File: src/verilog/tlviu_pkg.sv
// Package with register map, vectors and carrier types for the vectored interrupt unit
package tlviu_pkg;
    // Register addresses on the special-function bus
    localparam logic [7:0] ADDR_ENABLE_AUX = 8'h00_A7;
    localparam logic [7:0] ADDR_ENABLE_MAIN = 8'h00_A8;
    localparam logic [7:0] ADDR_LEVEL_AUX = 8'h00_B7;
    localparam logic [7:0] ADDR_LEVEL_MAIN = 8'h00_B8;
    // Reset values
    localparam logic [7:0] RST_ENABLE_AUX = 8'h00_00;
    localparam logic [7:0] RST_ENABLE_MAIN = 8'h00_00;
    localparam logic [7:0] RST_LEVEL_AUX = 8'h00_00;
    localparam logic [7:0] RST_LEVEL_MAIN = 8'h00_00;
    // Writable bit masks
    localparam logic [7:0] MASK_ENABLE_MAIN = 8'h00_BF;
    localparam logic [7:0] MASK_LEVEL_MAIN = 8'h00_3F;
    localparam logic [7:0] MASK_AUX = 8'h00_12;
    // Field positions
    localparam int GLOBAL_ENABLE_BIT = 7;
    localparam int UART2_AUX_BIT = 4;
    localparam int TWOWIRE_AUX_BIT = 1;
    // Source indices in polling order, 0 is served first
    localparam int NUM_SRC = 10;
    localparam int SRC_EXT0 = 0;
    localparam int SRC_UART2 = 1;
    localparam int SRC_TIMER0 = 2;
    localparam int SRC_TWOWIRE = 3;
    localparam int SRC_EXT1 = 4;
    localparam int SRC_RSV5 = 5;
    localparam int SRC_TIMER1 = 6;
    localparam int SRC_RSV7 = 7;
    localparam int SRC_UART1 = 8;
    localparam int SRC_TIMER2 = 9;
    // Vector addresses by polling index
    localparam logic [15:0] VEC_EXT0 = 16'h0003;
    localparam logic [15:0] VEC_UART2 = 16'h004B;
    localparam logic [15:0] VEC_TIMER0 = 16'h000B;
    localparam logic [15:0] VEC_TWOWIRE = 16'h0043;
    localparam logic [15:0] VEC_EXT1 = 16'h0013;
    localparam logic [15:0] VEC_TIMER1 = 16'h001B;
    localparam logic [15:0] VEC_UART1 = 16'h0023;
    localparam logic [15:0] VEC_TIMER2 = 16'h002B;
    localparam logic [15:0] VEC_NONE = 16'h0000;

    // Register access from the core
    typedef struct packed {
        logic wr;
        logic rd;
        logic [7:0] addr;
        logic [7:0] wdata;
    } tlviu_sfr_req_t;

    // Instruction status from the sequencer
    typedef struct packed {
        logic last_cycle;
        logic is_return_from_handler;
        logic is_ret;
        logic touches_ctrl;
    } tlviu_instr_t;

    // Peripheral request flags
    typedef struct packed {
        logic ext0_flag;
        logic ext0_edge_mode;
        logic ext1_flag;
        logic ext1_edge_mode;
        logic timer0_flag;
        logic timer1_flag;
        logic timer2_flag;
        logic timer2_external_flag;
        logic twowire_flag;
        logic uart1_recv_done_flag;
        logic uart1_xmit_done_flag;
        logic uart2_recv_done_flag;
        logic uart2_xmit_done_flag;
    } tlviu_flags_t;

    // Hardware-call order to the sequencer
    typedef struct packed {
        logic call;
        logic [15:0] vector;
        logic push_pc;
        logic save_status;
        logic pop_pc;
    } tlviu_call_t;
endpackage

File: src/verilog/tlviu_core.sv
// Two-level vectored interrupt unit: sampling, priority, blocking and register file
// Operation
// RL1: Each serial-port request is receive flag OR transmit flag.
// RL2: Serial flags are never cleared by vectoring; software clears them.
// RL3: Both serial ports alike; second port controls at aux bit 4.
// RL4: Each source has one level bit; 0 low, 1 high.
// RL5: High preempts low; nothing preempts high.
// RL6: High-level request served before low-level request in same poll.
// RL7: Equal-level ties broken by fixed polling order ext0 first, timer2 last.
// RL8: Per-source enable; global enable bit 7 low blocks all acknowledgment.
// RL9: Main enable map: 5 timer2, 4 uart1, 3 timer1, 2 ext1, 1 timer0, 0 ext0.
// RL10: Aux enable: bit 4 uart2, bit 1 two-wire; others unused.
// RL11: Main level map mirrors main enable map; bits 7 and 6 reserved.
// RL12: Aux level: bit 4 uart2, bit 1 two-wire; others unused.
// RL13: Flags sampled at the sample phase each machine cycle, polled next cycle.
// RL14: Call withheld while equal or higher level routine in progress.
// RL15: Call withheld unless current cycle is instruction's last.
// RL16: Call withheld during return-from-handler or control register access.
// RL17: Blocked requests are not remembered; each poll uses fresh samples.
// RL18: Acknowledge pushes program counter, not status word, then loads vector.
// RL19: Return-from-handler clears in-progress level and pops program counter.
// RL20: Plain return leaves in-progress state set.
// RL21: Vectors 0003,004B,000B,0043,0013,001B,0023,002B by source.
// RL22: External flag auto-cleared on vectoring only in edge mode.
// RL23: Timer0 and timer1 flags auto-cleared on service; timer2 not.
// RL24: Reserved and unused register bits read zero; writes ignored.
`timescale 1ns/1ns
module tlviu_core
    import tlviu_pkg::*;
(
    // Clock and reset
    input wire logic core_clk_i,
    input wire logic arst_n_i,
    // Machine-cycle phase strobe
    input wire logic flag_sample_phase_i,
    // Register bus
    input wire tlviu_sfr_req_t sfr_req_i,
    output logic [7:0] sfr_rdata_o,
    // Sequencer status and flags
    input wire tlviu_instr_t instr_i,
    input wire tlviu_flags_t flags_i,
    // Call order, flag clears and in-progress levels
    output tlviu_call_t call_o,
    output logic ext0_clear_o,
    output logic ext1_clear_o,
    output logic timer0_clear_o,
    output logic timer1_clear_o,
    output logic [1:0] in_progress_o
);
    logic [7:0] enable_reg_main;
    logic [7:0] enable_reg_aux;
    logic [7:0] level_reg_main;
    logic [7:0] level_reg_aux;
    logic [NUM_SRC-1:0] sample_reg;
    logic [NUM_SRC-1:0] raw_req;
    logic [NUM_SRC-1:0] src_enable;
    logic [NUM_SRC-1:0] src_level;
    logic [NUM_SRC-1:0] live_req;
    logic [1:0] in_progress_reg;
    logic [1:0] in_progress_next;
    logic pick_valid;
    logic pick_high;
    logic [3:0] pick_idx;
    logic blocked;

    function automatic logic [15:0] vector_of(input logic [3:0] idx);
        case (idx)
            4'd0: vector_of = VEC_EXT0;
            4'd1: vector_of = VEC_UART2;
            4'd2: vector_of = VEC_TIMER0;
            4'd3: vector_of = VEC_TWOWIRE;
            4'd4: vector_of = VEC_EXT1;
            4'd6: vector_of = VEC_TIMER1;
            4'd8: vector_of = VEC_UART1;
            4'd9: vector_of = VEC_TIMER2;
            default: vector_of = VEC_NONE;
        endcase
    endfunction // RL21

    // Raw requests in polling order
    always_comb begin
        raw_req = '0;
        raw_req[SRC_EXT0] = flags_i.ext0_flag;
        raw_req[SRC_UART2] = flags_i.uart2_recv_done_flag | flags_i.uart2_xmit_done_flag; // RL1 RL3
        raw_req[SRC_TIMER0] = flags_i.timer0_flag;
        raw_req[SRC_TWOWIRE] = flags_i.twowire_flag;
        raw_req[SRC_EXT1] = flags_i.ext1_flag;
        raw_req[SRC_TIMER1] = flags_i.timer1_flag;
        raw_req[SRC_UART1] = flags_i.uart1_recv_done_flag | flags_i.uart1_xmit_done_flag; // RL1
        raw_req[SRC_TIMER2] = flags_i.timer2_flag | flags_i.timer2_external_flag;
    end

    // Per-source enable and level bits
    always_comb begin
        src_enable = '0;
        src_level = '0;
        src_enable[SRC_EXT0] = enable_reg_main[0]; // RL9
        src_enable[SRC_TIMER0] = enable_reg_main[1];
        src_enable[SRC_EXT1] = enable_reg_main[2];
        src_enable[SRC_TIMER1] = enable_reg_main[3];
        src_enable[SRC_UART1] = enable_reg_main[4];
        src_enable[SRC_TIMER2] = enable_reg_main[5];
        src_enable[SRC_UART2] = enable_reg_aux[UART2_AUX_BIT]; // RL10 RL3
        src_enable[SRC_TWOWIRE] = enable_reg_aux[TWOWIRE_AUX_BIT];
        src_level[SRC_EXT0] = level_reg_main[0]; // RL11 RL4
        src_level[SRC_TIMER0] = level_reg_main[1];
        src_level[SRC_EXT1] = level_reg_main[2];
        src_level[SRC_TIMER1] = level_reg_main[3];
        src_level[SRC_UART1] = level_reg_main[4];
        src_level[SRC_TIMER2] = level_reg_main[5];
        src_level[SRC_UART2] = level_reg_aux[UART2_AUX_BIT]; // RL12
        src_level[SRC_TWOWIRE] = level_reg_aux[TWOWIRE_AUX_BIT];
    end

    // Sample gated flags once per machine cycle; no history kept
    always_ff @(posedge core_clk_i or negedge arst_n_i) begin
        if (!arst_n_i) begin
            sample_reg <= '0;
        end else if (flag_sample_phase_i) begin
            sample_reg <= raw_req & src_enable; // RL13 RL17
        end
    end

    assign live_req = enable_reg_main[GLOBAL_ENABLE_BIT] ? sample_reg : '0; // RL8

    // High level first, then lowest polling index
    always_comb begin
        pick_valid = 1'b0;
        pick_high = 1'b0;
        pick_idx = 4'd0;
        for (int i = NUM_SRC - 1; i >= 0; i--) begin
            if (live_req[i] && !src_level[i] && !pick_high) begin
                pick_valid = 1'b1;
                pick_idx = 4'(i);
            end
        end // RL7
        for (int i = NUM_SRC - 1; i >= 0; i--) begin
            if (live_req[i] && src_level[i]) begin
                pick_valid = 1'b1;
                pick_high = 1'b1;
                pick_idx = 4'(i);
            end
        end // RL6
    end

    // Blocking by running level and instruction state
    always_comb begin
        blocked = in_progress_reg[1] || (in_progress_reg[0] && !pick_high); // RL5 RL14
        blocked = blocked || !instr_i.last_cycle; // RL15
        blocked = blocked || instr_i.is_return_from_handler || instr_i.touches_ctrl; // RL16
    end

    // In-progress levels: set on call, top level dropped on return-from-handler
    always_comb begin
        in_progress_next = in_progress_reg;
        if (instr_i.is_return_from_handler && instr_i.last_cycle) begin
            if (in_progress_reg[1]) begin
                in_progress_next[1] = 1'b0;
            end else begin
                in_progress_next[0] = 1'b0;
            end // RL19
        end else if (pick_valid && !blocked) begin
            in_progress_next[pick_high] = 1'b1;
        end // RL20 plain return ignored
    end

    always_ff @(posedge core_clk_i or negedge arst_n_i) begin
        if (!arst_n_i) begin
            in_progress_reg <= 2'b00;
        end else begin
            in_progress_reg <= in_progress_next;
        end
    end
    assign in_progress_o = in_progress_reg;

    // Call order and flag clears registered toward the sequencer
    always_ff @(posedge core_clk_i or negedge arst_n_i) begin
        if (!arst_n_i) begin
            call_o <= '0;
            ext0_clear_o <= 1'b0;
            ext1_clear_o <= 1'b0;
            timer0_clear_o <= 1'b0;
            timer1_clear_o <= 1'b0;
        end else begin
            call_o.call <= pick_valid && !blocked;
            call_o.push_pc <= pick_valid && !blocked; // RL18
            call_o.save_status <= 1'b0; // RL18
            call_o.vector <= (pick_valid && !blocked) ? vector_of(pick_idx) : VEC_NONE;
            call_o.pop_pc <= instr_i.last_cycle && (instr_i.is_return_from_handler || instr_i.is_ret); // RL19 RL20
            ext0_clear_o <= pick_valid && !blocked && pick_idx == 4'(SRC_EXT0) && flags_i.ext0_edge_mode; // RL22
            ext1_clear_o <= pick_valid && !blocked && pick_idx == 4'(SRC_EXT1) && flags_i.ext1_edge_mode; // RL22
            timer0_clear_o <= pick_valid && !blocked && pick_idx == 4'(SRC_TIMER0); // RL23
            timer1_clear_o <= pick_valid && !blocked && pick_idx == 4'(SRC_TIMER1); // RL23
        end // RL2 no serial or timer2 clear exists
    end

    // Register writes; masks keep unused bits at zero
    always_ff @(posedge core_clk_i or negedge arst_n_i) begin
        if (!arst_n_i) begin
            enable_reg_main <= RST_ENABLE_MAIN;
            enable_reg_aux <= RST_ENABLE_AUX;
            level_reg_main <= RST_LEVEL_MAIN;
            level_reg_aux <= RST_LEVEL_AUX;
        end else if (sfr_req_i.wr) begin
            if (sfr_req_i.addr == ADDR_ENABLE_MAIN) begin
                enable_reg_main <= sfr_req_i.wdata & MASK_ENABLE_MAIN; // RL24
            end else if (sfr_req_i.addr == ADDR_ENABLE_AUX) begin
                enable_reg_aux <= sfr_req_i.wdata & MASK_AUX;
            end else if (sfr_req_i.addr == ADDR_LEVEL_MAIN) begin
                level_reg_main <= sfr_req_i.wdata & MASK_LEVEL_MAIN;
            end else if (sfr_req_i.addr == ADDR_LEVEL_AUX) begin
                level_reg_aux <= sfr_req_i.wdata & MASK_AUX;
            end
        end
    end

    // Read data registered; other addresses read zero
    always_ff @(posedge core_clk_i or negedge arst_n_i) begin
        if (!arst_n_i) begin
            sfr_rdata_o <= 8'h00_00;
        end else if (sfr_req_i.rd && sfr_req_i.addr == ADDR_ENABLE_MAIN) begin
            sfr_rdata_o <= enable_reg_main;
        end else if (sfr_req_i.rd && sfr_req_i.addr == ADDR_ENABLE_AUX) begin
            sfr_rdata_o <= enable_reg_aux;
        end else if (sfr_req_i.rd && sfr_req_i.addr == ADDR_LEVEL_MAIN) begin
            sfr_rdata_o <= level_reg_main;
        end else if (sfr_req_i.rd && sfr_req_i.addr == ADDR_LEVEL_AUX) begin
            sfr_rdata_o <= level_reg_aux;
        end else begin
            sfr_rdata_o <= 8'h00_00;
        end
    end

    // Masks for the polling-order check: requests of the chosen level that sit ahead of the pick
    logic [NUM_SRC-1:0] below_pick;
    logic [NUM_SRC-1:0] same_level;
    assign below_pick = (NUM_SRC'(1) << pick_idx) - NUM_SRC'(1);
    assign same_level = pick_high ? src_level : ~src_level;
endmodule // tlviu_core

File: config.mk
export PLATFORM = sky130hd
export DESIGN_NAME = tlviu_core
export DESIGN_NICKNAME = d
export VERILOG_FILES = /design/src/verilog/tlviu_pkg.sv /design/src/verilog/tlviu_core.sv
export SDC_FILE = /design/constraint.sdc
export NUM_CORES = 1
export LEC_CHECK = 0
export BUFFER_PORTS_ARGS = -buffer_cell sky130_fd_sc_hd__clkbuf_2
export CAP_MARGIN = 20
export CORE_MARGIN = 4
export CORE_UTILIZATION = 30
export DETAILED_ROUTE_END_ITERATION = 6
export PLACE_DENSITY = 0.5
export SKIP_LAST_GASP = 1
export SLEW_MARGIN = 30
export SYNTH_ARGS = -nofsm -noshare
export SYNTH_HDL_FRONTEND = slang
export SYNTH_SLANG_ARGS = --single-unit
File: constraint.sdc
create_clock -name core_clk_i -period 4.27 [get_ports core_clk_i]
set_input_delay 0.854 -clock core_clk_i [delete_from_list [all_inputs] [get_ports core_clk_i]]
set_output_delay 0.854 -clock core_clk_i [all_outputs]
set_load 0.02 [all_outputs]
---- Word-level counts from Yosys, hierarchy flattened ----
Memories as Yosys holds them, arrays and structs flattened.
Index checks and enable logic that the tools add are counted.
word-level totals
  bits in registers ....................... 59
  bits in read-only memories .............. 96
  input port bits ......................... 38
  memories kept ........................... 1
cells by class
  order comparisons ....................... 2
  eq/ne operators ......................... 8
  multiplexer cells ....................... 55
  bitwise logic cells ..................... 8
  reductions and logical operators ........ 54
memories
  memory            words  width  rd ports  clocked after Yosys merged registers in  write ports  line              text
  (name not given)  16     6      1         0                                        0            tlviu_core.sv:67  case (idx)
operators by type and width
  cell                                                                   count
  4-bit two-way mux                                                      18
  8-bit equality test, second input constant                             4
  1-bit logical AND                                                      31
  1-bit two-way mux                                                      28
  8-bit two-way mux                                                      3
  16-bit two-way mux                                                     1
  1-bit logical NOT                                                      11
  10-bit AND                                                             1
  10-bit two-way mux                                                     1
  4-bit by 3-bit equality test with 1-bit output, second input constant  2
  1-bit logical OR                                                       5
  5-bit two-way mux                                                      1
  5-bit AND reduction                                                    1
  4-bit by 2-bit equality test with 1-bit output, second input constant  1
  4-bit logical NOT                                                      1
  2-bit two-way mux                                                      2
  2-bit AND reduction                                                    2
  4-bit AND reduction                                                    1
  1-bit NOT                                                              3
  1-bit OR                                                               3
  3-bit AND reduction                                                    1
  1-bit by 2-bit < comparator with 1-bit output, second input constant   1
  2-bit inequality test, second input constant                           1
  2-bit OR                                                               1
  other kinds (3)                                                        3

---- Depth between registers and ports, before layout ----
Gate-level depths: netlist of run 1.
  word-level depth ........................ 23
  depth in mapped cells ................... 9
  depth with buffers taken out ............ 8

---- Worst setup path before layout of run 1 ----
No wires, ideal clock.
  path type ............................... reg-to-reg
  start point ............................. register level_reg_main[4]
  end point ............................... register call_o[6] (netlist bit)
  setup time .............................. 0.123 ns
  arrival ................................. 2.104 ns
  data required time ...................... 4.147 ns
  path slack .............................. 2.044 ns
  stages on the path, launching flop included .. 9
  path buffers ............................ 0
  clock period less this slack ............ 2.226 ns
  path through ............................ dfrtp_1 a22o_1 o31ai_1 a21bo_2 a22oi_1 o21ai_0 ha_1 a21boi_0 o221a_2
between the ends
  longest elaborated chain between the ends .. 21
RTL lines
  element                                                              line               text
  from (decl)                                                          tlviu_core.sv:52   logic [7:0] level_reg_main;
  from (signal assigned)                                               tlviu_core.sv:210  level_reg_main <= sfr_req_i.wdata & MASK_LEVEL_MAIN;
  1-bit logical NOT                                                    tlviu_core.sv:132  if (live_req[i] && !src_level[i] && !pick_high) begin
  1-bit logical AND                                                    tlviu_core.sv:132
  4-bit two-way mux or 1-bit two-way mux (tied branches) (9 in a row)  tlviu_core.sv:132
  4-bit two-way mux or 1-bit two-way mux (tied branches) (8 in a row)  tlviu_core.sv:138  if (live_req[i] && src_level[i]) begin
  memory 16 x 6 bit or 1-bit logical AND (tied branches)               n/a
  16-bit two-way mux (*)                                               tlviu_core.sv:188  call_o.vector <= (pick_valid && !blocked) ? vector_of(pick_idx) : VEC_NONE;
  to (decl)                                                            tlviu_core.sv:43   output tlviu_call_t call_o,
Mark *: on every way between the ends. The rest lies on a longest branch, timed or not.
A chain may end at the register's enable or synchronous reset.

---- Worst setup path after layout of run 1 ----
  start point ............................. register enable_reg_main[7]
  end point ............................... register call_o[6] (netlist bit)
between the ends
  longest elaborated chain between the ends .. 22
RTL lines
  element                                                               line               text
  from (decl)                                                           tlviu_core.sv:50   logic [7:0] enable_reg_main;
  from (signal assigned)                                                tlviu_core.sv:206  enable_reg_main <= sfr_req_i.wdata & MASK_ENABLE_MAIN;
  10-bit two-way mux (*)                                                tlviu_core.sv:124  assign live_req = enable_reg_main[GLOBAL_ENABLE_BIT] ? sample_reg : '0;
  1-bit logical AND                                                     tlviu_core.sv:132
  4-bit two-way mux or 1-bit two-way mux (tied branches) (10 in a row)  tlviu_core.sv:132
  4-bit two-way mux or 1-bit two-way mux (tied branches) (8 in a row)   tlviu_core.sv:138
  memory 16 x 6 bit or 1-bit logical AND (tied branches)                n/a
  16-bit two-way mux (*)                                                tlviu_core.sv:188
Marks and branches as above.

==> metrics.txt, run 1 <==
Design Area, Final=2760 sq um; Ys Warns=0; Die Wd=95.8 microns; clk sinks=45; final hold vios=0; Final Non-Filler Cells=368; min Tclk post-route=2.52 ns; clock share of power=0.382; Highest Clock Rate=0.397 GHz; antenna viol nets, final=0; Slew Limit Fails=0; via count=1728; # Max-Cap Violations=0; proportion of layout cells with a drive suffix above 1=0.357; status=finished clean; critical path startpoint=enable_reg_main[7]; DR pass1 iterations=5; Routed WL=4.89 mm; Post-Place Setup Slack=1.77 ns; cell leakage power=1.38 nW; Port Buffer Count=58; clock root buffer=clkbuf_8; syn_area_per_cell=11.0 sq um; multi-input logic area=1050 sq um; Via density=4.70; antenna cells=0; Synth Area in XOR/XNOR=0; Syn Inst Count=210; Hold Startpoint=enable_reg_main[2]; Total Power=0.840 mW; first-pass GRT wire length=8.12 mm; post-synthesis mux area share=0.0926; I/O Pins=72; gpl congestion=0.761; clk buf depth=2; Async SR Flop Fraction=1.00; Flop pwr share=0.537; initial core utilization=0.314; total gr overflow=0; Area Overhead vs Synth=19.3%; Hold Crit Class=register to register; Yosys reg bits=45; Synth area leaders=dfrtp_1 49%, mux2_2 9.3%, buf_4 4.9%; Post-synth EDFFs=0; largest family of logic cells by synthesized area=compound AO/OA/AOI/OAI gates; htree depth=2; core region area=7370 sq um; switching pwr=0.199 mW; unrepaired setup endpoints after global routing=no; Final Setup Violations=0; complex-gate fraction of the synthesized area=0.189; cell area after placement=2650 sq um; NumNets Final=309; class of the most critical setup path=register to register; Top FF cell, synth=dfrtp_1; crit path max fanout=19; fillers=767; 1st-iter DRT viols=88; Worst Hold Slack=0.535 ns; adder-cell area share of the yosys netlist=0.0162; flip-flop count of the largest register after layout=8; post-synth cell types=48; die area=9170 sq um; WL/cell=13.3 microns; Yosys top cell by area=dfrtp_1; crit end category=register; # rows=31; die height=95.8 microns; clock latency on the worst-skew pair=0.29 ns; crit path DAT=2.70 ns; Yosys top cell area share=0.487; crit start category=register; largest net degree at the start of global routing=46; Worst Skew=0.00936 ns; Int Power=0.641 mW; cell area power density=305 nW/um^2; Worst-Margin Slew=0.562 ns; worst r2r src=enable_reg_main[7]; number of global-route vias before repair=1684; Remaining DRCs=0; R2R setup slack=1.75 ns; CP required=4.45 ns; Comb pwr share=0.081; post-CTS setup buffer count=0; Slew headroom=0.625; PostCTS Resize Cnt=0; Mapped Area=2310 sq um; FF+latch area=1130 sq um; clock slew at reported path FFs=0.09 ns; register area share after synthesis=0.487; Num CTS Buffers=5; commonest cells after routing, fill and taps aside=58 x clkbuf_2, 45 x dfrtp_1, 19 x mux2_2; hpwl dp=3.87 mm; most common cell after layout, fill and taps aside=clkbuf_2; initial antenna violation count=0; Final Util=0.374; final worst slack=1.75 ns; Placed Cells=360; clock tree from TritonCTS=done; overall global routing resource usage=0.113; Switching Fraction=0.237; VDD IR max=0.130 mV; TNS Setup=0 ns; fin crit share=0.590; Post-Synth Simple-Gate Area=0.136; cts hold-fix bufs=0
-- area by class of cell --
type                    instances  share of cell area
flip-flops and latches         45               0.409
multi-input cells             144               0.380
repair buffers                 59               0.108
well taps                      99              0.0449
clock buffers                   6              0.0263
inverters                      13              0.0177
clock inverters                 2              0.0141
-- cells by family after synthesis --
family,count (synthesis)
fa+ha+maj,3
simple gates,55
flops,45
buf+inv,32
mux,19
compound gates,55
other cells,1
-- path summary, 6_finish.rpt --
| path | endpoint | depth (start not counted) |
|---|---|---|
| min in group asynchronous | sfr_rdata_o[3] | 2 |
| worst min register to register | sample_reg[4] | 2 |
| worst max-delay path | call_o[6] | 7 |
| worst min-delay path | sample_reg[4] | 2 |
| max in group asynchronous | enable_reg_aux[1] | 2 |
| worst max register to register | call_o[6] | 7 |
-- power by group through the flow --
stage / logic [mW] / clock network [mW] / registers (mW)
final: 0.0682 / 0.320 / 0.451
after global routing: 0.0771 / 0.349 / 0.454
after CTS: 0.0696 / 0.335 / 0.451
after detailed placement: 0.0695 / 0 / 0.460
after global placement: 0.0689 / 0 / 0.460
after floorplan: 0.0439 / 0 / 0.455
-- cell usage after synthesis (all sizes together), types with 2 or more instances --
cell,number
o21ai,16
nand3b,3
o211ai,3
nor3,3
nor2b,7
and3,3
nand3,9
dfrtp,45
a31oi,2
nand2,12
o21a,4
a32o,3
a32oi,2
nor4,2
mux2,19
ha,3
buf,16
a22o,9
a22oi,2
clkbuf,3
inv,13
o31ai,3
nor2,6
a21oi,4
and2,3
nor4b,2
-- worst max-delay path, cell delays in order (launching register included) --
cell and delay, ns:
dfrtp_1 0.70, nand3_1 0.13, a221o_1 0.35, a22o_1 0.21, a211o_1 0.35, ha_1 0.28, a21boi_0 0.12, o221a_2 0.26
-- metal layers --
metal | part of all wire | track usage | vias to the layer above
met5 | 0 | 0 | -
met4 | 0.0092 | 0.0284 | 0
met3 | 0.058 | 0.0258 | 4
met2 | 0.47 | 0.188 | 44
met1 | 0.46 | 0.149 | 828
li1 | - | - | 852
Power figures use the tool's default switching activity.
==> run 2, diff against run 1 <==
clock period = 2.55 ns   (was 4.27 ns; I/O delays follow)
==> metrics.txt, run 2 (synthesis results as in run 1) <==
Hold Crit Class=primary input to asynchronous set/reset pin; 1st-iter DRT viols=59 (-33%); NumNets Final=316 (+2.3%); clk buf depth=2 (unchanged); unrepaired setup endpoints after global routing=no; # rows=31 (unchanged); min Tclk post-route=2.38 ns (-0.134 ns); initial core utilization=0.314 (unchanged); crit path DAT=2.57 ns (-0.13 ns); Worst Skew=0.00988 ns (+0.000526 ns); flip-flop count of the largest register after layout=8 (unchanged); PostCTS Resize Cnt=0 (unchanged); Port Buffer Count=58 (unchanged); clock slew at reported path FFs=0.09 ns (about the same); TNS Setup=0 ns (unchanged); number of global-route vias before repair=1726 (+2.5%); class of the most critical setup path=register to register; hpwl dp=4.05 mm (+4.8%); cts hold-fix bufs=0 (unchanged); R2R setup slack=0.17 ns (-1.59 ns); cell area power density=504 nW/um^2 (+66%); antenna cells=0 (unchanged); fin crit share=0.934 (+0.345); gpl congestion=0.772 (+1.4%); WL/cell=13.9 microns (+4.7%); FF-to-FF path depth=8 (+1); worst r2r src=sample_reg[9]; initial antenna violation count=0 (unchanged); final worst slack=0.167 ns (-1.59 ns); CP required=2.74 ns (-1.71 ns); proportion of layout cells with a drive suffix above 1=0.377 (+0.0199); reg2reg end=call_o[6]; Die Wd=95.8 microns (unchanged); Routed WL=5.22 mm (+6.7%); Highest Clock Rate=0.420 GHz (+5.6%); Final Setup Violations=0 (unchanged); clock latency on the worst-skew pair=0.30 ns (about the same); post-CTS setup buffer count=0 (unchanged); crit end category=register; most common cell after layout, fill and taps aside=clkbuf_2; Area Overhead vs Synth=21.8%; largest net degree at the start of global routing=31 (-33%); overall global routing resource usage=0.119 (+0.00639); core region area=7370 sq um (unchanged); clock tree from TritonCTS=done; final hold vios=0 (unchanged); htree depth=2 (unchanged); commonest cells after routing, fill and taps aside=58 x clkbuf_2, 45 x dfrtp_1, 19 x mux2_2; clock root buffer=clkbuf_8; Slew Limit Fails=0 (unchanged); Worst-Margin Slew=0.509 ns (-0.0528 ns); die height=95.8 microns (unchanged); Slew headroom=0.656 (+0.0304); Design Area, Final=2810 sq um (+2.1%); DR pass1 iterations=5 (unchanged); Num CTS Buffers=5 (unchanged); # Max-Cap Violations=0 (unchanged); Remaining DRCs=0 (unchanged); clk sinks=45 (unchanged); I/O Pins=72 (unchanged); cell leakage power=1.42 nW (+2.7%); status=finished clean; Via density=4.65 (-1.1%); via count=1742 (+0.81%); die area=9170 sq um (unchanged); Post-Place Setup Slack=0.0715 ns (-1.70 ns); first-pass GRT wire length=8.49 mm (+4.6%); crit start category=register; crit path max fanout=5 (-14); cell area after placement=2700 sq um (+2.0%); VDD IR max=0.189 mV (+45%); total gr overflow=0 (unchanged); antenna viol nets, final=0 (unchanged)
==> run 2: changes by cell type in the layout (fill, tap and decap cells not counted), sizes merged <==
cell,delta
buf,+7
==> run 2: power breakdown <==
group / switching [mW] / total, mW / internal, mW / leakage, nW
clock: 0.247 / 0.542 / 0.294 / 0.0554
combinational: 0.0759 / 0.129 / 0.0528 / 0.739
sequential: 0.0179 / 0.749 / 0.731 / 0.623
==> run 2: how the worst max path moves through the flow <==
stage                                 start        end  slack [ns]  cells after the start
after floorplan           level_reg_main[4]  call_o[6]        0.32                      8
final                         sample_reg[9]  call_o[6]        0.17                      8
after global placement        sample_reg[9]  call_o[6]        0.13                      8
after detailed placement      sample_reg[9]  call_o[6]        0.07                      8
after global routing          sample_reg[9]  call_o[6]        0.06                      8
after CTS                     sample_reg[9]  call_o[6]        0.03                      8
==> run 2: critical path: stages (launching register included) <==
cell      delay [ns]
dfrtp_1         0.44
a22o_1          0.26
o31ai_1         0.30
a21bo_2         0.26
a22oi_2         0.19
o21ai_1         0.13
ha_1            0.31
a21boi_0        0.13
o221a_2         0.27
==> run 2: through the flow <==
stage	utilization	hold WS, ns	power [mW]	instances
after floorplan	-	0.214	0.836	221
after global placement	0.366	0.454	0.893	367
after detailed placement	0.366	0.457	0.894	367
after CTS	0.381	0.123	1.44	375
after global routing	0.382	0.143	1.49	375
final	0.382	0.118	1.42	375
==> run 2: layer usage <==
metal  track usage  part of all wire
met3        0.0305             0.066
met1         0.160              0.46
met5             0                 0
met4        0.0320            0.0084
met2         0.192              0.47
==> run 2: final cells by class <==
class                           count  area, sq um
Clock buffer                        6         72.6
Clock inverter                      2         38.8
Fill cell                         772         4560
Inverter                           13         48.8
Multi-Input combinational cell    144         1050
Sequential cell                    45         1130
Tap cell                           99          124
Timing Repair Buffer               66          350
